--- src/rtl/regulator_control_defs.svh ---
/*
 Register offsets, field positions and reset values of the regulator
 control bank. Assumes inclusion from rtl/ by bare name.
*/
`ifndef REGULATOR_CONTROL_DEFS_SVH
`define REGULATOR_CONTROL_DEFS_SVH

`define ADDR_LDO_ONE      8'h6C
`define ADDR_LDO_TWO      8'h6D
`define ADDR_BOOST        8'h66
`define ADDR_FRONT_LDO    8'h67
`define ADDR_MEM_REF      8'h68
`define ADDR_BACKUP       8'h69

`define BOOST_STBY_HI     6
`define BOOST_STBY_LO     5
`define BOOST_MODE_HI     3
`define BOOST_MODE_LO     2
`define BOOST_VOLT_HI     1
`define BOOST_VOLT_LO     0
`define BOOST_MASK        8'h6F
`define FRONT_MASK        8'h01
`define MEMREF_MASK       8'h01
`define BACKUP_MASK       8'h07
`define LDO_MASK          8'hFF

`define LDO_OFF_MODE_BIT  7
`define LDO_LOWPWR_BIT    6
`define LDO_STBY_OFF_BIT  5
`define LDO_ENABLE_BIT    4
`define LDO_VOLT_HI       3
`define LDO_VOLT_LO       0
`define LDO_UPPER_RESET   3'h0

`define BACKUP_VOLT_3V0   3'h6
`define BOOST_MODE_AUTO   2'h2
`define ZERO_BYTE         8'h00

`endif

--- src/rtl/regulator_control_pkg.sv ---
/*
 Types shared by the regulator control bank. Assumes nothing else.
*/
package regulator_control_pkg;

    typedef enum logic [1:0] {
        SW_OFF   = 2'b00,
        SW_PFM   = 2'b01,
        SW_AUTO  = 2'b10,
        SW_SKIP  = 2'b11
    } boost_mode_e;

    typedef struct packed {
        logic       off_mode;
        logic       lowpower_en;
        logic       standby_off;
        logic       enable;
        logic [3:0] voltage;
    } ldo_ctrl_s;

    typedef struct packed {
        boost_mode_e standby_mode;
        boost_mode_e normal_mode;
        logic [1:0]  voltage_sel;
    } boost_ctrl_s;

    typedef struct packed {
        logic [7:0] addr;
        logic [7:0] wdata;
        logic       wr;
        logic       rd;
    } reg_req_s;

    typedef struct packed {
        logic       active;
        logic       pfm;
        logic       skip;
    } boost_drive_s;

    // Reset image from programmable memory
    typedef struct packed {
        logic [1:0] boost_volt;
        logic       front_no_lowpower;
        logic       mem_ref_en;
        logic       ldo_one_en;
        logic [3:0] ldo_one_volt;
        logic       ldo_two_en;
        logic [3:0] ldo_two_volt;
    } otp_image_s;

endpackage

--- src/rtl/boost_mode_ctrl.sv ---
/*
 Boost switching mode resolver: picks the active mode code from normal
 or standby field, resolves automatic mode by load, and drives the
 switching style. Assumes load_heavy is synchronous to sys_clk.
*/
`timescale 1ns/100ps
`include "regulator_control_defs.svh"

module boost_mode_ctrl
    import regulator_control_pkg::*;
(
    input  wire logic                         sys_clk,
    input  wire logic                         rstn,
    input  wire regulator_control_pkg::boost_ctrl_s  ctrl,
    input  wire logic                         standby,
    input  wire logic                         load_heavy,
    output regulator_control_pkg::boost_drive_s      drive
);

    typedef struct packed {
        boost_drive_s drive;
    } state_s;

    state_s s_q;
    state_s s_d;
    boost_mode_e sel;

    // Standby field governs while in standby, else normal field
    always_comb
    begin
        sel = standby ? ctrl.standby_mode : ctrl.normal_mode;
        s_d = s_q;
        unique case (sel)
            SW_OFF:  s_d.drive = 3'b000;
            SW_PFM:  s_d.drive = 3'b110;
            SW_AUTO: s_d.drive = load_heavy ? 3'b101 : 3'b110;
            SW_SKIP: s_d.drive = 3'b101;
        endcase
    end

    always_ff @(posedge sys_clk or negedge rstn)
    begin
        if (!rstn)
            s_q <= '0;
        else
            s_q <= s_d;
    end

    assign drive = s_q.drive;

    auto_follows_load_a: assert property (@(posedge sys_clk) disable iff (!rstn)
        (sel == SW_AUTO) |=> (drive.skip == $past(load_heavy)))
        else $error("auto mode did not follow load");

endmodule

--- src/rtl/regulator_control_regs.sv ---
/*
 Register bank for boost, front-end regulator, memory reference,
 backup supply and two linear regulators. Fields drive control outputs.
 Assumes a simple strobe master on sys_clk; otp_image is stable while
 otp_load pulses after reset release.
*/
// Chosen here: the plain strobed port.
`timescale 1ns/100ps
`include "regulator_control_defs.svh"

module regulator_control_regs
    import regulator_control_pkg::*;
(
    input  wire logic                              sys_clk,
    input  wire logic                              rstn,
    input  wire logic [7:0]                        reg_addr,
    input  wire logic [7:0]                        reg_wdata,
    input  wire logic                              reg_wr,
    input  wire logic                              reg_rd,
    output logic [7:0]                             reg_rdata,
    input  wire regulator_control_pkg::otp_image_s otp_image,
    input  wire logic                              otp_load,
    input  wire logic                              startup_boost_en,
    input  wire logic                              standby,
    input  wire logic                              load_heavy,
    output regulator_control_pkg::boost_ctrl_s     boost_ctrl,
    output regulator_control_pkg::boost_drive_s    boost_drive,
    output logic                                   front_ldo_no_lowpower,
    output logic                                   mem_reference_enable,
    output logic [2:0]                             backup_supply_voltage,
    output regulator_control_pkg::ldo_ctrl_s       ldo_one,
    output regulator_control_pkg::ldo_ctrl_s       ldo_two
);

    typedef struct packed {
        boost_ctrl_s boost;
        logic        front;
        logic        memref;
        logic [2:0]  backup;
        ldo_ctrl_s   ldo1;
        ldo_ctrl_s   ldo2;
        logic [7:0]  rdata;
        logic        start_q;
    } state_s;

    state_s s_q;
    state_s s_d;
    reg_req_s req;

    // Decode used for both write and read paths
    function automatic logic hit(input logic [7:0] a, input logic [7:0] off);
        hit = (a == off);
    endfunction

    // Read mux; unmapped addresses and unused bits give zero
    function automatic logic [7:0] read_word(input state_s s, input logic [7:0] a);
        read_word = `ZERO_BYTE;
        if (hit(a, `ADDR_BOOST))
            read_word = {1'b0, s.boost.standby_mode, 1'b0,
                         s.boost.normal_mode, s.boost.voltage_sel};
        if (hit(a, `ADDR_FRONT_LDO))
            read_word = {7'h00, s.front};
        if (hit(a, `ADDR_MEM_REF))
            read_word = {7'h00, s.memref};
        if (hit(a, `ADDR_BACKUP))
            read_word = {5'h00, s.backup};
        if (hit(a, `ADDR_LDO_ONE))
            read_word = s.ldo1;
        if (hit(a, `ADDR_LDO_TWO))
            read_word = s.ldo2;
    endfunction

    assign req = '{addr: reg_addr, wdata: reg_wdata, wr: reg_wr, rd: reg_rd};

    // Next-state: OTP load, start-up mode force, then software write
    always_comb
    begin
        s_d = s_q;
        s_d.start_q = startup_boost_en;
        if (otp_load)
        begin
            s_d.boost.voltage_sel = otp_image.boost_volt;
            s_d.front             = otp_image.front_no_lowpower;
            s_d.memref            = otp_image.mem_ref_en;
            s_d.ldo1.enable       = otp_image.ldo_one_en;
            s_d.ldo1.voltage      = otp_image.ldo_one_volt;
            s_d.ldo2.enable       = otp_image.ldo_two_en;
            s_d.ldo2.voltage      = otp_image.ldo_two_volt;
        end
        // Rising start-up enable places boost in auto mode
        if (startup_boost_en && !s_q.start_q)
            s_d.boost.normal_mode = boost_mode_e'(`BOOST_MODE_AUTO);
        if (req.wr)
        begin
            if (hit(req.addr, `ADDR_BOOST))
            begin
                s_d.boost.standby_mode =
                    boost_mode_e'(req.wdata[`BOOST_STBY_HI:`BOOST_STBY_LO]);
                s_d.boost.normal_mode  =
                    boost_mode_e'(req.wdata[`BOOST_MODE_HI:`BOOST_MODE_LO]);
                s_d.boost.voltage_sel  = req.wdata[`BOOST_VOLT_HI:`BOOST_VOLT_LO];
            end
            if (hit(req.addr, `ADDR_FRONT_LDO))
                s_d.front = req.wdata[0];
            if (hit(req.addr, `ADDR_MEM_REF))
                s_d.memref = req.wdata[0];
            // Every code other than 110 (3.0 V) is dropped, keeping the supply at 3.0 V
            if (hit(req.addr, `ADDR_BACKUP) && req.wdata[2:0] == `BACKUP_VOLT_3V0)
                s_d.backup = req.wdata[2:0];
            if (hit(req.addr, `ADDR_LDO_ONE))
                s_d.ldo1 = req.wdata;
            if (hit(req.addr, `ADDR_LDO_TWO))
                s_d.ldo2 = req.wdata;
        end
        s_d.rdata = req.rd ? read_word(s_q, req.addr) : `ZERO_BYTE;
    end

    // Register the whole state; upper LDO bits and backup code fixed at reset
    always_ff @(posedge sys_clk or negedge rstn)
    begin
        if (!rstn)
        begin
            s_q <= '0;
            s_q.backup <= `BACKUP_VOLT_3V0;
            s_q.ldo1[7:5] <= `LDO_UPPER_RESET;
            s_q.ldo2[7:5] <= `LDO_UPPER_RESET;
        end
        else
            s_q <= s_d;
    end

    // Outputs straight from state flops
    assign boost_ctrl            = s_q.boost;
    assign front_ldo_no_lowpower = s_q.front;
    assign mem_reference_enable  = s_q.memref;
    assign backup_supply_voltage = s_q.backup;
    assign ldo_one               = s_q.ldo1;
    assign ldo_two               = s_q.ldo2;
    assign reg_rdata             = s_q.rdata;

    // Switching style generator
    boost_mode_ctrl u_boost (
        .sys_clk    (sys_clk),
        .rstn       (rstn),
        .ctrl       (s_q.boost),
        .standby    (standby),
        .load_heavy (load_heavy),
        .drive      (boost_drive)
    );

    ldo_one_write_a: assert property (@(posedge sys_clk) disable iff (!rstn)
        (reg_wr && reg_addr == `ADDR_LDO_ONE && !otp_load) |=> (ldo_one == $past(reg_wdata)))
        else $error("first ldo write lost");

    ldo_two_write_a: assert property (@(posedge sys_clk) disable iff (!rstn)
        (reg_wr && reg_addr == `ADDR_LDO_TWO && !otp_load) |=> (ldo_two == $past(reg_wdata)))
        else $error("second ldo write lost");

    backup_code_a: assert property (@(posedge sys_clk) disable iff (!rstn)
        backup_supply_voltage == `BACKUP_VOLT_3V0)
        else $error("backup code left 110");

    front_bit_a: assert property (@(posedge sys_clk) disable iff (!rstn)
        (reg_wr && reg_addr == `ADDR_FRONT_LDO && !otp_load)
        |=> (front_ldo_no_lowpower == $past(reg_wdata[0])))
        else $error("front bit not written");

    memref_bit_a: assert property (@(posedge sys_clk) disable iff (!rstn)
        (reg_wr && reg_addr == `ADDR_MEM_REF && !otp_load)
        |=> (mem_reference_enable == $past(reg_wdata[0])))
        else $error("reference enable not written");

    boost_fields_a: assert property (@(posedge sys_clk) disable iff (!rstn)
        (reg_wr && reg_addr == `ADDR_BOOST && !otp_load)
        |=> (boost_ctrl.standby_mode == $past(reg_wdata[6:5])
             && boost_ctrl.voltage_sel == $past(reg_wdata[1:0])))
        else $error("boost fields not written");

    startup_auto_a: assert property (@(posedge sys_clk) disable iff (!rstn)
        ($rose(startup_boost_en) && !(reg_wr && reg_addr == `ADDR_BOOST))
        |=> (boost_ctrl.normal_mode == SW_AUTO))
        else $error("start-up did not pick auto");

    read_zero_a: assert property (@(posedge sys_clk) disable iff (!rstn)
        (reg_rd && reg_addr == `ADDR_MEM_REF) |=> (reg_rdata[7:1] == 7'h00))
        else $error("unused bits read nonzero");

    otp_load_a: assert property (@(posedge sys_clk) disable iff (!rstn)
        (otp_load && !reg_wr) |=> (ldo_one.voltage == $past(otp_image.ldo_one_volt)))
        else $error("otp value not loaded");

endmodule

--- config.mk ---
export PLATFORM = sky130hd
export DESIGN_NAME = regulator_control_regs
export DESIGN_NICKNAME = d
export VERILOG_FILES = /design/src/rtl/regulator_control_pkg.sv /design/src/rtl/boost_mode_ctrl.sv /design/src/rtl/regulator_control_regs.sv
export VERILOG_INCLUDE_DIRS = /design/src /design/src/rtl
export SDC_FILE = /design/constraint.sdc
export NUM_CORES = 1
export LEC_CHECK = 0
export BUFFER_PORTS_ARGS = -buffer_cell sky130_fd_sc_hd__buf_2
export CELL_PAD_IN_SITES_DETAIL_PLACEMENT = 1
export CELL_PAD_IN_SITES_GLOBAL_PLACEMENT = 2
export CORE_UTILIZATION = 33
export CTS_BUF_LIST = sky130_fd_sc_hd__clkbuf_8
export DETAILED_ROUTE_END_ITERATION = 10
export PLACE_DENSITY_LB_ADDON = 0.1
export SETUP_SLACK_MARGIN = 0.02
export SKIP_CTS_REPAIR_TIMING = 1
export SLEW_MARGIN = 20
export SYNTH_ARGS = -nofsm -noshare
export SYNTH_HDL_FRONTEND = slang
export SYNTH_HIERARCHICAL = 1
export SYNTH_SLANG_ARGS = --single-unit
--- constraint.sdc ---
create_clock -name sys_clk -period 1.5 [get_ports sys_clk]
set_clock_uncertainty 0.1 [all_clocks]
set_input_delay 0 -clock sys_clk [delete_from_list [all_inputs] [get_ports sys_clk]]
set_output_delay 0 -clock sys_clk [all_outputs]
set_load 0.005 [all_outputs]
==> impl_metrics.py, run 1 <==
metrics = {
    "status": {
        "outcome": "finished, final reports clean",
    },
    "grt": {
        "grt_busiest_layer": "met2",
        "use_met2": 0.2857,
        "grt_pass1_vias": 1771,
        "groute.usage.overall": 0.1686,
        "use_met1": 0.2153,
        "overflow": 0,
        "antenna_found_initial": 0,
        "grtUsageMet3": 0.03143,
        "grt_pass1_wl_um": 9315,
        "grt_max_degree": 23,
    },
    "timing": {
        "setup_viol": 0,
        "final_max_slew_viol_count": 0,
        "layout_setup_ws_ps": 186.4,
        "tightest_slew_ps": 457.8,
        "layout_min_cycle_time_ps": 1314,
        "rsz0062_at_grt": "false",
        "slew_headroom": 0.6948,
        "fmax_mhz": 761.3,
        "hold_ws_ps": 23.66,
        "fin_setup_tns_ps": 0,
        "fin_crit_sh": 0.8757,
        "finalHoldViolCount": 0,
    },
    "setup_path": {
        "cp_data_arrival_time_ps": 1400,
        "required_ps": 1590,
        "critPathKind": "in -> reg",
        "r2r_end": "reg_rdata[0]",
        "r2r_start": "front_ldo_no_lowpower",
        "startpoint": "reg_wdata[0]",
        "crit_path_end_kind": "flip-flop",
        "reg2reg_slack_ps": 210,
        "path_depth": 5,
        "cp_cell_sequence": "dlygate4sd3_1, buf_2, and4bb_2, nand4_1, and2_1",
        "start_kind": "primary input",
        "cp_slowest_cell": "dlygate4sd3_1",
        "cp_max_fo": 6,
        "r2r_cells": 3,
        "cpLargestDelayFamily": "buffers and inverters",
        "endpoint": "backup_supply_voltage[0]",
        "critical_path.max_stage_delay_ps": 530,
        "path_buf_inv": 2,
    },
    "die": {
        "fp.dieH_um": 86.41,
        "io_pins": 76,
        "dieWidth_um": 86.41,
        "placementRows": 30,
        "core_um2": 6832,
        "initial_core_util": 0.3441,
        "dieArea_um2": 7466,
    },
    "logic_synthesis": {
        "synthTopCellsByArea": "dfrtp_1, buf_4, mux2_2, mux2_4, mux2i_1",
        "muxShareOfSynthArea": 0.2193,
        "seq_area_frac_synth": 0.4162,
        "yosysUniqueCellTypes": 42,
        "synth_top_cell_area_share": 0.3938,
        "synth.most_common_cell": "dfrtp_1",
        "synth_fa_ha_area_frac": 0,
        "synth_commonest_cells": "dfrtp_1, buf_4, mux2_2, mux2_4, mux2i_1",
        "yosys.area_share.simple": 0.1384,
        "syn_avg_cell_area_um2": 11.87,
        "synthCells": 198,
        "async_flop_share": 1.000,
        "synth_xor_area_frac": 0,
        "syn_nets": 236,
        "synthFlopType": "dfrtp_1",
        "syn_area_um2": 2351,
        "yosysWarningCount": 6,
        "synth_top_family_by_area": "multiplexers",
        "synth_edf_count": 0,
        "synth_area_leader_cell": "dfrtp_1",
        "ys_ff_latch": 39,
        "synth-compound-area-share": 0.07185,
    },
    "clock_network": {
        "path_clk_slew_ps": 80,
        "cts_buffers": 5,
        "cts_buffer_depth": 2,
        "numClockSinks": 39,
        "clk_latency_ps": 290,
        "root_buffer": "clkbuf_8",
        "htree_levels": 2,
        "tritoncts": "yes",
    },
    "power_and_ir_drop": {
        "vdd_drop_max_mv": 0.2635,
        "power_per_cell_area_nw_per_um2": 775.8,
        "p_leak_nw": 1.417,
    },
    "drt": {
        "ant_nets": 0,
        "routed_wl_um": 6074,
        "routed_via_density": 4.649,
        "drc_errors": 0,
        "via_count": 1720,
        "drt-wirelength-per-cell_um": 16.42,
        "first_iter_violations": 28,
        "dr.pass1.iters": 4,
    },
    "job": {
        "max_cap_violations": 0,
    },
    "layout": {
        "multi_input_area_um2": 1010,
        "syn_to_final_growth_pct": 24.48,
        "nets": 311,
        "drive_gt1_frac": 0.5000,
        "antenna_cells": 0,
        "fin_util": 0.4284,
        "postLayoutCellArea_um2": 2927,
        "seq_area_um2": 978.4,
        "nFillCells": 786,
    },
    "place": {
        "postPlaceCellArea_um2": 2575,
        "pre_cts_ws_ps": 76.46,
        "hpwl_um": 4537,
        "gp_congestion": 0.7605,
        "port_buffers": 75,
    },
    "min_path": {
        "hold_class": "in -> reg",
    },
}
-- per-stage QoR --
| stage | std cells | total power, mW |
|---|---|---|
| floorplan | 198 | 1.413 |
| global placement | 335 | 1.549 |
| detailed placement | 335 | 1.555 |
| CTS | 343 | 2.253 |
| global route | 370 | 2.378 |
| finish | 370 | 2.270 |
-- logic make-up (layout without fill, tap and decap cells) --
logic type,Yosys count,after routing
AND/OR/NAND/NOR,49,49
buffers and inverters,47,123
AO/OA/AOI/OAI,21,21
multiplexers,42,42
flip-flops,39,39
-- state kept, by name (all words and copies together), names as in the netlist --
name / cells
ldo_one: 8
ldo_two: 8
reg_rdata: 8
boost_ctrl: 6
backup_supply_voltage: 3
u_boost/drive: 3
front_ldo_no_lowpower: 1
mem_reference_enable: 1
s_q: 1
-- routing by layer --
| layer | part of all wire | vias to the layer above |
|---|---|---|
| met5 | 0 | - |
| met4 | 0.012 | 0 |
| met1 | 0.45 | 844 |
| met2 | 0.50 | 45 |
| li1 | - | 824 |
| met3 | 0.034 | 7 |
-- placed cells by master (no fill, tap or decap), drive strengths merged, types with 2 or more instances in the layout --
master | netlist | layout
and4 | 2 | 2
nor2b | 6 | 6
and2 | 3 | 3
nor3 | 6 | 6
nand4 | 5 | 5
a21oi | 4 | 4
buf | 42 | 83
mux2 | 34 | 34
inv | 5 | 7
nand3 | 5 | 5
nand2 | 5 | 5
nor2 | 3 | 3
a2111oi | 2 | 2
a211oi | 2 | 2
clkbuf | 0 | 5
a2bb2oi | 2 | 2
and3 | 3 | 3
and4bb | 3 | 3
and3b | 2 | 2
dfrtp | 37 | 37
dfstp | 2 | 2
a22oi | 2 | 2
mux2i | 8 | 8
nand2b | 5 | 5
dlygate4sd3 | 0 | 27
o21ai | 3 | 3
-- final cells by class --
type | count | share of cell area
clock buffers | 5 | 0.02351
flip-flops and latches | 39 | 0.3343
inverters | 5 | 0.006413
repair buffers | 110 | 0.2454
multi-input cells | 112 | 0.3450
clock inverters | 3 | 0.004275
well taps | 96 | 0.04104
-- how the worst min path moves through the flow --
stage / slack [ps] / to / cells after the start / from
2_1_floorplan: -400 / backup_supply_voltage[0] / 0 / rstn
3_5_place_dp: -120 / ldo_two[2] / 1 / rstn
4_1_cts: -450 / ldo_two[2] / 1 / rstn
5_1_grt: 50 / mem_reference_enable / 3 / reg_wr
6_report: 20 / mem_reference_enable / 3 / reg_wr
3_3_place_gp: -130 / ldo_two[2] / 1 / rstn
-- tightest hold or removal path, delay by kind of cell --
family	cells	cell delay, ps
buffers and inverters	1	130
muxes	1	150
and+or+nand+nor	1	100
-- report_power, final --
group          internal (mW)  switching (mW)
clock network          0.313           0.376
logic                  0.249           0.176
registers               1.11          0.0485
No activity file was read; power rests on OpenSTA's default activity.
==> inputs of run 2 (changes only) <==
--- a/config.mk
+++ b/config.mk
@@ -7,9 +7,10 @@
 export NUM_CORES = 1
 export LEC_CHECK = 0
 export BUFFER_PORTS_ARGS = -buffer_cell sky130_fd_sc_hd__buf_2
+export CAP_MARGIN = 10
 export CELL_PAD_IN_SITES_DETAIL_PLACEMENT = 1
 export CELL_PAD_IN_SITES_GLOBAL_PLACEMENT = 2
-export CORE_UTILIZATION = 33
+export CORE_UTILIZATION = 36
 export CTS_BUF_LIST = sky130_fd_sc_hd__clkbuf_8
 export DETAILED_ROUTE_END_ITERATION = 10
 export PLACE_DENSITY_LB_ADDON = 0.1
==> constraint.sdc (replaced) <==
create_clock -name sys_clk -period 1.65 [get_ports sys_clk]
set_clock_uncertainty 0.1 [all_clocks]
set_input_delay 0 -clock sys_clk [delete_from_list [all_inputs] [get_ports sys_clk]]
set_output_delay 0 -clock sys_clk [all_outputs]
set_load 0.005 [all_outputs]
==> run 2 against run 1 <==
Compared with the run above: the flow now finishes with violations (hold timing); register-to-register slack gained 160 ps; global-route usage grew 1.6 points; die area shrank 8.1%; highest routed layer unchanged.
==> impl_metrics.py, run 2 (same netlist as run 1, synthesis figures left out) <==
metrics = {
    "clock_network": {
        "cts_buffer_depth": 2,
        "numClockSinks": 39,
        "clk_latency_ps": 300,
        "tritoncts": "yes",
        "htree_levels": 2,
        "root_buffer": "clkbuf_8",
        "path_clk_slew_ps": 80,
        "cts_buffers": 5,
    },
    "drt": {
        "first_iter_violations": 52,
        "routed_wl_um": 6149,
        "drt-wirelength-per-cell_um": 17.52,
        "via_count": 1759,
        "routed_via_density": 5.011,
        "dr.pass1.iters": 3,
        "ant_nets": 0,
        "drc_errors": 0,
    },
    "layout": {
        "multi_input_area_um2": 1010,
        "seq_area_um2": 978.4,
        "drive_gt1_frac": 0.5000,
        "antenna_cells": 0,
        "fin_util": 0.4655,
        "nets": 311,
        "syn_to_final_growth_pct": 25.01,
        "final_common_cell": "buf_2",
        "nFillCells": 710,
        "layout_common_cells": "buf_2, dfrtp_1, dlygate4sd3_1",
    },
    "setup_path": {
        "required_ps": 1740,
        "cp_data_arrival_time_ps": 1390,
        "start_kind": "primary input",
        "cp_slowest_cell": "dlygate4sd3_1",
        "cp_max_fo": 6,
        "critPathKind": "in -> reg",
        "critical_path.max_stage_delay_ps": 530,
        "crit_path_end_kind": "flip-flop",
        "cp_cell_sequence": "dlygate4sd3_1, buf_2, and4bb_2, nand4_1, and2_1",
    },
    "timing": {
        "slew_headroom": 0.6667,
        "layout_min_cycle_time_ps": 1300,
        "rsz0062_at_grt": "false",
        "finalHoldViolCount": 3,
        "fin_setup_tns_ps": 0,
        "fmax_mhz": 769.2,
        "fin_crit_sh": 0.7879,
        "setup_viol": 0,
        "hold_ws_ps": -31.57,
        "final_max_slew_viol_count": 0,
        "tightest_slew_ps": 499.9,
    },
    "status": {
        "outcome": "finished with violations",
        "violations": "hold timing",
    },
    "die": {
        "placementRows": 29,
        "dieWidth_um": 82.81,
        "fp.dieH_um": 82.81,
        "io_pins": 76,
        "dieArea_um2": 6858,
        "core_um2": 6314,
        "initial_core_util": 0.3724,
    },
    "power_and_ir_drop": {
        "p_int_mw": 1.684,
        "p_switching_uw": 577.3,
        "vdd_drop_max_mv": 0.4107,
        "p_leak_nw": 1.423,
        "swShare": 0.2553,
        "clkPwrFrac": 0.363,
        "power_frac_comb": 0.172,
        "power_per_cell_area_nw_per_um2": 769.5,
        "pwr-share-seq": 0.464,
        "finalPower_mw": 2.261,
    },
    "grt": {
        "overflow": 0,
        "antenna_found_initial": 0,
        "grt_pass1_vias": 1829,
        "grt_max_degree": 22,
        "grt_pass1_wl_um": 9742,
        "groute.usage.overall": 0.1849,
    },
    "job": {
        "max_cap_violations": 0,
    },
    "place": {
        "hpwl_um": 4545,
        "port_buffers": 75,
        "gp_congestion": 0.7937,
    },
    "min_path": {
        "hold_class": "in -> reg",
    },
}
-- run 2: cell types whose count changed in the layout (fill, tap and decap cells not counted), sizes merged --
cell         previous run  this run
buf                    83        81
dlygate4sd3            27        29
inv                     7         5
bufinv                  0         1
clkinv                  1         2
-- run 2: worst max-delay path, delay by kind of cell --
family	cells	cell delay, ps
buffers and inverters	2	690
and+or+nand+nor	3	700
-- run 2: power groups by stage --
stage / Clock, mW / Sequential, mW / Combinational (mW)
2_1_floorplan: 0 / 1.06 / 0.229
3_3_place_gp: 0 / 1.07 / 0.326
3_5_place_dp: 0 / 1.07 / 0.340
4_1_cts: 0.843 / 1.05 / 0.342
5_1_grt: 0.873 / 1.06 / 0.429
6_report: 0.821 / 1.05 / 0.390
-- run 2: per-layer routing --
layer  GRT usage  vias to the layer above  wire length, um
met5           0                        -                0
met4     0.06113                        0               82
met3     0.04970                        8              252
met2      0.3212                       43             3141
met1      0.2210                      886             2673
li1            -                      822                -
-- run 2: final cells by class --
class                   count  area share
multi-input cells         112      0.3436
flip-flops and latches     39      0.3329
repair buffers            110      0.2461
well taps                  77     0.03278
clock buffers               5     0.02341
clock inverters             3     0.01490
inverters                   5    0.006386
-- run 2: worst paths after layout --
kind / cells past startpoint / endpoint / start / slack [ps]
min reg2reg: 1 / backup_supply_voltage[0] / backup_supply_voltage[0] / 420
min: 3 / reg_rdata[5] / reg_addr[2] / -30
min in group asynchronous: 2 / boost_ctrl[0] / rstn / 100
max in group asynchronous: 3 / backup_supply_voltage[1] / rstn / 800
max reg2reg: 3 / reg_rdata[0] / ldo_one[0] / 370
max: 5 / backup_supply_voltage[0] / reg_wdata[0] / 350
-- run 2: metrics by stage --
step / hold WS, ps / cells / worst slack (ps) / cell area [um2]
finish: -31.57 / 351 / 350.0 / 2939
CTS: -424.7 / 322 / 375.5 / 2649
global route: 1.427 / 351 / 273.7 / 2939
global placement: -115.8 / 314 / 257.7 / 2536
detailed placement: -95.55 / 314 / 208.9 / 2536
floorplan: -395.6 / 198 / 415.7 / 2351
